--- src/hdl/rtc_pkg.sv ---
`default_nettype none

package rtc_pkg;

  // Register indices; byte address is four times the index
  localparam logic [11:0] IDX_YEAR = 12'hF36;
  localparam logic [11:0] IDX_ALARM_SECOND_FIELD = 12'hF37;
  localparam logic [11:0] IDX_ALARM_MINUTE_FIELD = 12'hF38;
  localparam logic [11:0] IDX_CFG  = 12'hF40;
  localparam logic [11:0] IDX_STAT = 12'hF41;
  localparam logic [11:0] IDX_MASK = 12'hF42;

  // Index field position inside the byte address
  localparam int IDX_LSB = 2;
  localparam int IDX_MSB = 13;

  // Active-field masks per format
  localparam logic [7:0] MASK_FULL     = 8'hFF;
  localparam logic [7:0] MASK_YEAR_BIN = 8'h7F;
  localparam logic [7:0] MASK_ALM_BCD  = 8'h7F;
  localparam logic [7:0] MASK_ALM_BIN  = 8'h3F;

  // Digit field positions
  localparam int TENS_MSB = 7;
  localparam int TENS_LSB = 4;
  localparam int ONES_MSB = 3;
  localparam int ONES_LSB = 0;

  // Configuration bits
  localparam int CFG_BCD_BIT  = 0;
  localparam int CFG_MODE_BIT = 1;
  localparam int CFG_LOCK_BIT = 2;
  localparam int CFG_W        = 3;
  localparam logic [2:0] CFG_RST = 3'h0;

  // Event bits, shared by status and mask
  localparam int EV_ALARM  = 0;
  localparam int EV_LOCKED = 1;
  localparam int EV_RSVD   = 2;
  localparam int EV_W      = 3;
  localparam logic [2:0] STAT_RST = 3'h0;
  localparam logic [2:0] MASK_RST = 3'h0;

  typedef struct packed {
    logic lock;
    logic counter_mode;
    logic bcd_en;
  } cfg_t;

  typedef struct packed {
    logic [7:0] b3;
    logic [7:0] b2;
    logic [7:0] b1;
    logic [7:0] b0;
  } alarm_word_t;

  typedef struct packed {
    logic [7:0] seconds;
    logic [7:0] minutes;
  } clock_time_t;

endpackage

`default_nettype wire

--- src/hdl/rtc_keep_byte.sv ---
`timescale 1ns/100ps
`default_nettype none

module rtc_keep_byte #(
  parameter int WIDTH = 8
) (
  input  wire logic             pclk,
  input  wire logic             load,
  input  wire logic [WIDTH-1:0] load_value,
  output logic      [WIDTH-1:0] value
);

  logic [WIDTH-1:0] next_value;

  always_comb begin
    next_value = load ? load_value : value;
  end

  // No reset: contents survive power-on reset
  always_ff @(posedge pclk) begin
    value <= next_value;
  end

endmodule

`default_nettype wire

--- src/hdl/rtc_year_alarm_regs.sv ---
`timescale 1ns/100ps
`default_nettype none

// Contract
// Year, alarm seconds and alarm minutes keep contents through power-on reset.
// Decimal select chooses packed decimal (set) or plain binary (clear) meaning.
// Year accepts writes only while unlocked; locked writes are dropped.
// Decimal year: tens digit in bits 7:4, ones digit in bits 3:0.
// Binary year: count 0x00..0x63 in bits 6:0, bit 7 reserved.
// Decimal alarm seconds: tens in 6:4, ones in 3:0, bit 7 reserved.
// Binary alarm seconds: value 0x00..0x3B in bits 5:0, top two reserved.
// Counter mode: alarm seconds byte is alarm word byte 3, all bits.
// Decimal alarm minutes: tens in 6:4, ones in 3:0, bit 7 reserved.
// Binary alarm minutes: value 0x00..0x3B in bits 5:0, top two reserved.
// Counter mode: alarm minutes byte is alarm word byte 2, all bits.
// Software writes zero to every bit reserved under the active format.
// Counter mode: alarm hours gives byte 1, alarm day gives byte 0.
// Alarm bytes writable regardless of lock; they feed the alarm compare.
module rtc_year_alarm_regs #(
  parameter int ADDR_W = 16
) (
  input  wire logic              pclk,
  input  wire logic              presetn,
  input  wire logic              psel,
  input  wire logic              penable,
  input  wire logic              pwrite,
  input  wire logic [ADDR_W-1:0] paddr,
  input  wire logic [31:0]       pwdata,
  output logic      [31:0]       prdata,
  output logic                   pready,
  output logic                   pslverr,
  input  wire logic [7:0]        alarm_hours_byte,
  input  wire logic [7:0]        alarm_dom_byte,
  input  wire logic [7:0]        count_seconds,
  input  wire logic [7:0]        count_minutes,
  input  wire logic [31:0]       count_word,
  output logic [31:0]            alarm_word,
  output logic [7:0]             year_value,
  output logic                   alarm_match,
  output logic                   irq
);

  rtc_pkg::cfg_t                    cfg;
  rtc_pkg::cfg_t                    next_cfg;
  logic [rtc_pkg::EV_W-1:0]         status;
  logic [rtc_pkg::EV_W-1:0]         next_status;
  logic [rtc_pkg::EV_W-1:0]         int_mask;
  logic [rtc_pkg::EV_W-1:0]         next_int_mask;
  logic [rtc_pkg::EV_W-1:0]         events;
  logic [31:0]                      next_prdata;
  logic                             next_pslverr;
  logic                             next_irq;
  logic                             next_alarm_match;
  logic                             match_now;
  logic [7:0]                       year_raw;
  logic [7:0]                       alarm_second_field_raw;
  logic [7:0]                       alarm_minute_field_raw;
  logic [7:0]                       year_mask;
  logic [7:0]                       alm_mask;
  logic [7:0]                       wbyte;
  logic [11:0]                      idx;
  logic                             idx_ok;
  logic                             setup;
  logic                             access;
  logic                             wr;
  logic                             rd;
  logic                             hit_year;
  logic                             hit_alarm_second_field;
  logic                             hit_alarm_minute_field;
  logic                             hit_cfg;
  logic                             hit_stat;
  logic                             hit_mask;
  logic                             mapped;
  logic                             year_load;
  logic                             year_dropped;
  logic                             rsvd_written;
  logic                             stat_clear;
  rtc_pkg::alarm_word_t             aw;
  rtc_pkg::clock_time_t             alm_time;
  rtc_pkg::clock_time_t             cnt_time;

  // Bus decode
  assign setup  = psel && !penable;
  assign access = psel && penable;
  assign wr     = access && pwrite;
  assign rd     = access && !pwrite;
  assign pready = 1'b1;
  assign wbyte  = pwdata[7:0];
  // Status read and clear share the setup edge, so no event is lost
  assign stat_clear = setup && !pwrite && hit_stat;

  always_comb begin
    idx    = paddr[rtc_pkg::IDX_MSB:rtc_pkg::IDX_LSB];
    idx_ok = (paddr[1:0] == 2'h0);
    if (ADDR_W > rtc_pkg::IDX_MSB + 1) begin
      idx_ok = idx_ok && (paddr >> (rtc_pkg::IDX_MSB + 1)) == '0;
    end
  end

  assign hit_year = idx_ok && (idx == rtc_pkg::IDX_YEAR);
  assign hit_alarm_second_field = idx_ok && (idx == rtc_pkg::IDX_ALARM_SECOND_FIELD);
  assign hit_alarm_minute_field = idx_ok && (idx == rtc_pkg::IDX_ALARM_MINUTE_FIELD);
  assign hit_cfg  = idx_ok && (idx == rtc_pkg::IDX_CFG);
  assign hit_stat = idx_ok && (idx == rtc_pkg::IDX_STAT);
  assign hit_mask = idx_ok && (idx == rtc_pkg::IDX_MASK);
  assign mapped   = hit_year || hit_alarm_second_field || hit_alarm_minute_field || hit_cfg || hit_stat || hit_mask;

  // Active-field masks by format
  always_comb begin
    year_mask = cfg.bcd_en ? rtc_pkg::MASK_FULL : rtc_pkg::MASK_YEAR_BIN; // see R2 see R4
    if (cfg.counter_mode) begin
      alm_mask = rtc_pkg::MASK_FULL; // see R8
    end else if (cfg.bcd_en) begin
      alm_mask = rtc_pkg::MASK_ALM_BCD; // see R6
    end else begin
      alm_mask = rtc_pkg::MASK_ALM_BIN; // see R7
    end
  end

  // Retained data bytes
  assign year_load    = wr && hit_year && !cfg.lock;
  assign year_dropped = wr && hit_year && cfg.lock;

  rtc_keep_byte #(
    .WIDTH (8)
  ) u_year (
    .pclk       (pclk),
    .load       (year_load),
    .load_value (wbyte),
    .value      (year_raw)
  );

  rtc_keep_byte #(
    .WIDTH (8)
  ) u_alarm_second_field (
    .pclk       (pclk),
    .load       (wr && hit_alarm_second_field),
    .load_value (wbyte),
    .value      (alarm_second_field_raw)
  );

  rtc_keep_byte #(
    .WIDTH (8)
  ) u_alarm_minute_field (
    .pclk       (pclk),
    .load       (wr && hit_alarm_minute_field),
    .load_value (wbyte),
    .value      (alarm_minute_field_raw)
  );

  // Reserved bits written nonzero
  always_comb begin
    rsvd_written = 1'b0;
    if (wr && hit_year && !cfg.lock) begin
      rsvd_written = (wbyte & ~year_mask) != 8'h00;
    end else if (wr && (hit_alarm_second_field || hit_alarm_minute_field)) begin
      rsvd_written = (wbyte & ~alm_mask) != 8'h00;
    end
  end

  // Alarm word and compare
  always_comb begin
    aw.b3 = alarm_second_field_raw;
    aw.b2 = alarm_minute_field_raw;
    aw.b1 = alarm_hours_byte;
    aw.b0 = alarm_dom_byte;
    alm_time.seconds = alarm_second_field_raw & alm_mask;
    alm_time.minutes = alarm_minute_field_raw & alm_mask;
    cnt_time.seconds = count_seconds & alm_mask;
    cnt_time.minutes = count_minutes & alm_mask;
    if (cfg.counter_mode) begin
      match_now = (count_word == aw);
    end else begin
      match_now = (cnt_time == alm_time); // see R14
    end
  end

  assign alarm_word = aw;
  assign year_value = year_raw & year_mask;

  // Events and interrupt state
  always_comb begin
    events                     = '0;
    events[rtc_pkg::EV_ALARM]  = match_now && !alarm_match;
    events[rtc_pkg::EV_LOCKED] = year_dropped;
    events[rtc_pkg::EV_RSVD]   = rsvd_written;
    next_status = status;
    if (stat_clear) begin
      next_status = '0;
    end
    next_status = next_status | events;
    next_int_mask = int_mask;
    if (wr && hit_mask) begin
      next_int_mask = pwdata[rtc_pkg::EV_W-1:0];
    end
    next_cfg = cfg;
    if (wr && hit_cfg) begin
      next_cfg.bcd_en       = pwdata[rtc_pkg::CFG_BCD_BIT];
      next_cfg.counter_mode = pwdata[rtc_pkg::CFG_MODE_BIT];
      next_cfg.lock         = pwdata[rtc_pkg::CFG_LOCK_BIT];
    end
    next_alarm_match = match_now;
    next_irq         = |(next_status & next_int_mask);
  end

  // Read data, latched in the setup cycle
  always_comb begin
    next_prdata  = prdata;
    next_pslverr = 1'b0;
    if (setup) begin
      next_prdata  = 32'h0000_0000;
      next_pslverr = !mapped;
      if (!pwrite) begin
        case (1'b1)
          hit_year: next_prdata[7:0] = year_raw & year_mask; // see R4
          hit_alarm_second_field: next_prdata[7:0] = alarm_second_field_raw & alm_mask; // see R6 see R7
          hit_alarm_minute_field: next_prdata[7:0] = alarm_minute_field_raw & alm_mask; // see R9 see R10
          hit_cfg:  next_prdata[rtc_pkg::CFG_W-1:0] = cfg;
          hit_stat: next_prdata[rtc_pkg::EV_W-1:0] = status;
          hit_mask: next_prdata[rtc_pkg::EV_W-1:0] = int_mask;
          default:  next_prdata = 32'h0000_0000;
        endcase
      end
    end
  end

  always_ff @(posedge pclk or negedge presetn) begin
    if (!presetn) begin
      cfg         <= rtc_pkg::CFG_RST;
      status      <= rtc_pkg::STAT_RST;
      int_mask    <= rtc_pkg::MASK_RST;
      prdata      <= 32'h0000_0000;
      pslverr     <= 1'b0;
      irq         <= 1'b0;
      alarm_match <= 1'b0;
    end else begin
      cfg         <= next_cfg;
      status      <= next_status;
      int_mask    <= next_int_mask;
      prdata      <= next_prdata;
      pslverr     <= next_pslverr;
      irq         <= next_irq;
      alarm_match <= next_alarm_match;
    end
  end

  // Checks
  a_year_lock_hold: assert property (@(posedge pclk) disable iff (!presetn)
    (wr && hit_year && cfg.lock) |=> (year_raw == $past(year_raw)))
    else $error("year changed while locked");

  a_year_unlock_wr: assert property (@(posedge pclk) disable iff (!presetn)
    (wr && hit_year && !cfg.lock) |=> (year_raw == $past(wbyte)))
    else $error("year write lost while unlocked");

  a_alarm_second_field_locked_wr: assert property (@(posedge pclk) disable iff (!presetn)
    (wr && hit_alarm_second_field) |=> (alarm_second_field_raw == $past(wbyte)))
    else $error("alarm seconds write lost");

  a_alarm_minute_field_locked_wr: assert property (@(posedge pclk) disable iff (!presetn)
    (wr && hit_alarm_minute_field) |=> (alarm_minute_field_raw == $past(wbyte)))
    else $error("alarm minutes write lost");

  a_word_byte_order: assert property (@(posedge pclk) disable iff (!presetn)
    alarm_word[15:0] == {alarm_hours_byte, alarm_dom_byte})
    else $error("alarm word byte order wrong");

  a_word_sec_byte: assert property (@(posedge pclk) disable iff (!presetn)
    (wr && hit_alarm_second_field) |=> (alarm_word[31:24] == $past(wbyte)))
    else $error("alarm word byte 3 wrong");

  a_word_min_byte: assert property (@(posedge pclk) disable iff (!presetn)
    (wr && hit_alarm_minute_field) |=> (alarm_word[23:16] == $past(wbyte)))
    else $error("alarm word byte 2 wrong");

  a_year_bin_top: assert property (@(posedge pclk) disable iff (!presetn)
    !cfg.bcd_en |-> !year_value[7])
    else $error("binary year reserved bit visible");

  a_alarm_second_field_rd_bin: assert property (@(posedge pclk) disable iff (!presetn)
    (setup && !pwrite && hit_alarm_second_field && !cfg.bcd_en && !cfg.counter_mode)
      |=> (prdata[7:6] == 2'h0) && (prdata[5:0] == $past(alarm_second_field_raw[5:0])))
    else $error("binary alarm seconds read wrong");

  a_alarm_minute_field_rd_bcd: assert property (@(posedge pclk) disable iff (!presetn)
    (setup && !pwrite && hit_alarm_minute_field && cfg.bcd_en && !cfg.counter_mode)
      |=> (prdata[7:0] == {1'b0, $past(alarm_minute_field_raw[6:0])}))
    else $error("decimal alarm minutes read wrong");

  a_alarm_cnt_mode: assert property (@(posedge pclk) disable iff (!presetn)
    (cfg.counter_mode && count_word == alarm_word) |=> alarm_match)
    else $error("counter alarm not matched");

  a_rsvd_event: assert property (@(posedge pclk) disable iff (!presetn)
    (wr && hit_alarm_second_field && !cfg.counter_mode && wbyte[7]) |=> status[rtc_pkg::EV_RSVD])
    else $error("reserved write not flagged");

  a_stat_sticky: assert property (@(posedge pclk) disable iff (!presetn)
    (status[rtc_pkg::EV_ALARM] && !stat_clear) |=> status[rtc_pkg::EV_ALARM])
    else $error("status bit lost");

  a_irq_follows: assert property (@(posedge pclk) disable iff (!presetn)
    irq == |(status & int_mask))
    else $error("interrupt disagrees with status");

  a_year_rd_bcd: assert property (@(posedge pclk) disable iff (!presetn)
    (setup && !pwrite && hit_year && cfg.bcd_en) |=> (prdata[7:0] == $past(year_raw)))
    else $error("decimal year read wrong");

  a_alarm_minute_field_rd_bin: assert property (@(posedge pclk) disable iff (!presetn)
    (setup && !pwrite && hit_alarm_minute_field && !cfg.bcd_en && !cfg.counter_mode)
      |=> (prdata[7:0] == {2'h0, $past(alarm_minute_field_raw[5:0])}))
    else $error("binary alarm minutes read wrong");

  a_alarm_second_field_rd_cnt: assert property (@(posedge pclk) disable iff (!presetn)
    (setup && !pwrite && hit_alarm_second_field && cfg.counter_mode) |=> (prdata[7:0] == $past(alarm_second_field_raw)))
    else $error("counter alarm seconds read wrong");

  a_rsvd_year: assert property (@(posedge pclk) disable iff (!presetn)
    (wr && hit_year && !cfg.lock && !cfg.bcd_en && wbyte[7]) |=> status[rtc_pkg::EV_RSVD])
    else $error("reserved year write not flagged");

  a_unmapped_err: assert property (@(posedge pclk) disable iff (!presetn)
    (setup && !mapped) |=> pslverr)
    else $error("unmapped access without error");

  a_stat_read_clear: assert property (@(posedge pclk) disable iff (!presetn)
    stat_clear |=> (status == $past(events)))
    else $error("status not cleared by read");

  a_time_match: assert property (@(posedge pclk) disable iff (!presetn)
    (!cfg.counter_mode && cnt_time == alm_time) |=> alarm_match)
    else $error("time alarm not matched");

  a_lock_event: assert property (@(posedge pclk) disable iff (!presetn)
    (wr && hit_year && cfg.lock) |=> status[rtc_pkg::EV_LOCKED])
    else $error("dropped year write not flagged");

  c_locked_drop: cover property (@(posedge pclk) disable iff (!presetn)
    wr && hit_year && cfg.lock);

  c_counter_match: cover property (@(posedge pclk) disable iff (!presetn)
    cfg.counter_mode && match_now && !alarm_match);

  c_time_match_irq: cover property (@(posedge pclk) disable iff (!presetn)
    !cfg.counter_mode && events[rtc_pkg::EV_ALARM] ##1 irq);

  c_unmapped: cover property (@(posedge pclk) disable iff (!presetn)
    access && pslverr);

endmodule

`default_nettype wire

--- config.mk ---
export PLATFORM = sky130hd
export DESIGN_NAME = rtc_year_alarm_regs
export DESIGN_NICKNAME = d
export VERILOG_FILES = /design/src/hdl/rtc_pkg.sv /design/src/hdl/rtc_keep_byte.sv /design/src/hdl/rtc_year_alarm_regs.sv
export SDC_FILE = /design/constraint.sdc
export NUM_CORES = 1
export LEC_CHECK = 0
export ABC_AREA = 1
export BUFFER_PORTS_ARGS = -buffer_cell sky130_fd_sc_hd__buf_4
export CAP_MARGIN = 20
export CORE_MARGIN = 4
export CORE_UTILIZATION = 44
export CTS_CLUSTER_DIAMETER = 50
export DETAILED_ROUTE_END_ITERATION = 10
export PLACE_DENSITY = 0.81
export SLEW_MARGIN = 20
export SYNTH_ARGS = -nofsm -noshare
export SYNTH_HDL_FRONTEND = slang
export SYNTH_SLANG_ARGS = --single-unit
--- constraint.sdc ---
create_clock -name pclk -period 1.7 [get_ports pclk]
set_input_delay 0 -clock pclk [delete_from_list [all_inputs] [get_ports pclk]]
set_output_delay 0 -clock pclk [all_outputs]
set_load 0.02 [all_outputs]
==> impl_results.rst <==
.. list-table::
   :header-rows: 1

   * - Metric
     - Value
   * - Register bit count reported by yosys
     - 44
   * - Post-placement cell area
     - 0.00416 mm²
   * - Number of buffers added by the clock tree synthesis step
     - 5
   * - P_leak
     - about 2.3 nW
   * - Maximum capacitance violations
     - 0
   * - Die span in x
     - roughly 93 µm
   * - Standard cell core area
     - between 0.006 and 0.007 mm²
   * - Detailed placement HPWL
     - between 7000 and 8000 µm
   * - Total placed cells including tap cells
     - 622
   * - Die ar.
     - approximately 0.0087 mm²
   * - Finished Core Util
     - 64.5%
   * - Final clock period utilization by the worst path
     - 93.7%
   * - Pin count of the biggest net entering global routing
     - 21
   * - Detailed Routing Iterations Pass 1
     - 4
   * - GRT overflow
     - 0
   * - Gate Count Post-Synth
     - 402
   * - Asr flop ratio synth
     - between 40 and 50%
   * - Clock slew at reported path FFs
     - ~0.08 ns
   * - # rows
     - 30
   * - Global-route wire length before repair
     - 14400 µm
   * - Area overhead of the layout relative to synthesis
     - 39.3%
   * - Crit Reg-Reg Startpoint
     - u_alarm_minute_field.value[5]$_DFFE_PP_
   * - Proportion of synthesized area in mux cells
     - 0%
   * - Post-Route WL
     - approximately 9400 µm
   * - Number of cells in the finished layout apart from fillers
     - around 650
   * - Number of buffers on the longest clock path
     - 2
   * - Main synth FF type
     - edfxtp_1
   * - Vias per std cell
     - 4.76
   * - Largest family of logic cells by synthesized area
     - simple AND/OR/NAND/NOR gates
   * - CP arrival
     - between 1.5 and 2 ns
   * - Avg Synthesized Cell Area
     - approximately 8.0 µm²
   * - Worst setup slack before clock tree synthesis
     - ~0.13 ns
   * - Total Nets Final
     - 669
   * - Adder-cell share of the synthesized area
     - 0%
   * - Fin crit period
     - roughly 1.6 ns
   * - Class of the worst hold path
     - in2reg
   * - Number of input and output port buffers inserted
     - 143
   * - Number of warnings printed during yosys synthesis
     - 0
   * - Setup violators final
     - 0
   * - Power density relative to cell area
     - 542 mW/mm²
   * - Number of sinks handled by clock tree synthesis
     - 44
   * - Hold path startpoint
     - pwrite
   * - CTS H-tree depth
     - 2
   * - Io pins
     - between 150 and 200
   * - Share of layout cells above drive strength 1
     - 36.5%
   * - GPL Wtd Cong
     - around 0.84
   * - Number of design-rule violations left by the first detailed-router iteration
     - 97
   * - Area used by sequential logic in the layout
     - 0.00122 mm²
   * - Synth Area in Simple Gates
     - between 20 and 30%
   * - Layout Skew
     - around 0.0056 ns
   * - Number of DRC violations after detailed routing
     - 0
   * - Clock tree from TritonCTS
     - built
   * - Max-slew violation count
     - 0
   * - Overall global routing resource usage
     - around a fifth
   * - Root buffer selected by CTS
     - clkbuf_8
   * - Outcome
     - finished clean
   * - Crit path setup slack, layout
     - 0.108 ns
   * - Final ANT Viol Nets
     - 0
   * - Number of filler cells placed in the layout
     - around 600
   * - Antenna diode instance count
     - 0
   * - Max frequency
     - ~0.63 GHz
   * - Maximum resistive drop on vdd
     - ~0.40 mV
   * - Wire per inst
     - 14.5 µm
   * - Via Count
     - around 3100
   * - Critical path required time
     - between 1.5 and 2 ns
   * - Post-layout power
     - between 2 and 2.5 mW
   * - Y dimension of the die
     - 93.2 µm
   * - Worst R2R Setup Slack
     - around 0.11 ns
   * - Vias in the first global route
     - approximately 3000
   * - Fin area
     - roughly 0.0045 mm²
   * - Count of flip-flops with a built-in enable after synthesis
     - 24
   * - Sort of element at the start of the critical path
     - register
   * - Starting Density
     - 46.3%
   * - Number of hold-slack violations in the final timing report
     - 0
   * - Fraction of synthesized cell area in xor and xnor cells
     - 10.7%
   * - Sort of element at the end of the critical path
     - register
   * - Fraction of the mapped netlist area in compound gates
     - under 10%
   * - Startpoint-to-endpoint class of the critical path
     - reg2reg
   * - Part of the Yosys area used for sequential elements
     - between 30% and 40%
   * - Distinct cells, synth
     - 36
   * - Area of the multi-input gates
     - 0.00154 mm²
   * - Number of antenna violations at the first check in global routing
     - 0
   * - Syn Std Cell Area
     - about 0.0032 mm²
   * - Largest fanout of any net on the critical path
     - 4
   * - Clock latency of the later-clocked register in the worst-skew pair
     - 0.30 ns
   * - Crit path from
     - u_alarm_minute_field.value[5]$_DFFE_PP_
==> worst max-delay path, cell delays in order (launching register included) <==
cell,delay (ns)
edfxtp_1,0.44
buf_4,0.17
xnor2_1,0.14
nand2_1,0.07
nor2_1,0.11
nand2_1,0.09
nor2_2,0.10
nand2_1,0.05
nand2_1,0.07
nand3_1,0.09
nand2_1,0.10
nand2_1,0.05
nand2_1,0.06
==> path summary, 6_finish.rpt <==
kind	end	cells past startpoint
max	irq$_DFF_PN0_	12
min	prdata[6]$_DFFE_PN0P_	4
max reg2reg	irq$_DFF_PN0_	12
min reg2reg	prdata[1]$_DFFE_PN0P_	2
max in group asynchronous	prdata[5]$_DFFE_PN0P_	2
min in group asynchronous	int_mask[1]$_DFF_PN0_	2
==> kinds of logic after synthesis <==
group / Yosys count
compound gates: 34
buf+inv: 91
other cells: 2
xor+xnor: 39
flops: 44
simple gates: 192
==> registers in the layout, indices dropped and copies added, names as in the netlist <==
register and flops:
pslverr 1, cfg 3, prdata 8, status 3, alarm_match 1, int_mask 3, u_year.value 8, u_alarm_second_field.value 8
u_alarm_minute_field.value 8, irq 1
==> metal layers <==
layer	routed length, µm	global-route usage, %	vias up	share of wire (%)
li1	-	-	1499	-
met5	0	0	-	0
met3	944	5.07	16	10
met4	226	5.98	0	2.4
met2	4590	37.6	154	49
met1	3630	24.6	1419	39
==> cells in the final DEF, fill, tap and decap left out, types with 5 or more instances in the layout <==
| cell type | synthesis | routed |
|---|---|---|
| conb_1 | 2 | 25 |
| edfxtp_1 | 24 | 24 |
| dlygate4sd3_1 | 0 | 9 |
| nor2_2 | 3 | 6 |
| nand2_2 | 6 | 6 |
| o21ai_0 | 20 | 20 |
| clkbuf_8 | 0 | 5 |
| nand2_1 | 99 | 99 |
| a21oi_1 | 8 | 7 |
| buf_4 | 48 | 162 |
| dfrtp_1 | 20 | 20 |
| inv_1 | 35 | 35 |
| nor2_1 | 37 | 34 |
| nand4_1 | 6 | 6 |
| xnor2_1 | 35 | 35 |
| nand3_1 | 18 | 18 |
==> cell usage after synthesis, types with 2 or more instances <==
cell type,instances,area share (%)
nor4_1,3,0.59
xor2_1,4,1.1
nor2_2,3,0.59
nand3_2,3,0.94
edfxtp_1,24,23
o21ai_1,4,0.63
dfrtp_1,20,16
nor3_1,4,0.63
a21oi_1,8,1.3
nand2_2,6,1.2
nor2_8,2,1.3
inv_2,4,0.47
xnor2_1,35,9.6
o21ai_0,20,3.1
nand4_1,6,1.2
inv_1,35,4.1
nor2_4,3,1.1
nand2_1,99,12
nand3_1,18,2.8
conb_1,2,0.23
nor2_1,37,4.3
buf_4,48,11
==> stage by stage <==
step	TNS (ns)	hold WS (ns)
after floorplan	0	-0.296
after global placement	0	-0.104
after detailed placement	0	-0.0998
after CTS	0	0.0148
after global routing	-0.0767	0.0486
final	0	0.0129
==> timing repair <==
item                                   in CTS  in global routing
resized for setup                           0                  5
hold buffers                                9                  0
setup endpoints to repair                   0                  1
endpoints found under the hold margin      45                  0
buffers inserted                            0                 10
==> where the power goes <==
group / total (mW) / leakage [nW] / internal, mW / switching, mW
Sequential: 1.13 / 0.468 / 1.13 / 0.000348
Clock: 0.796 / 0.0541 / 0.435 / 0.361
Combinational: 0.492 / 1.73 / 0.244 / 0.247
Total: 2.41 / 2.25 / 1.81 / 0.609
==> area by class of cell <==
class	instances	share of cell area, %
multi-input combinational	290	34.6
inverter	40	3.43
timing repair buffer	171	29.3
clock inverter	3	0.955
clock buffer	5	1.54
tap	96	2.70
sequential	44	27.4
No activity file was read; power rests on OpenSTA's default activity.
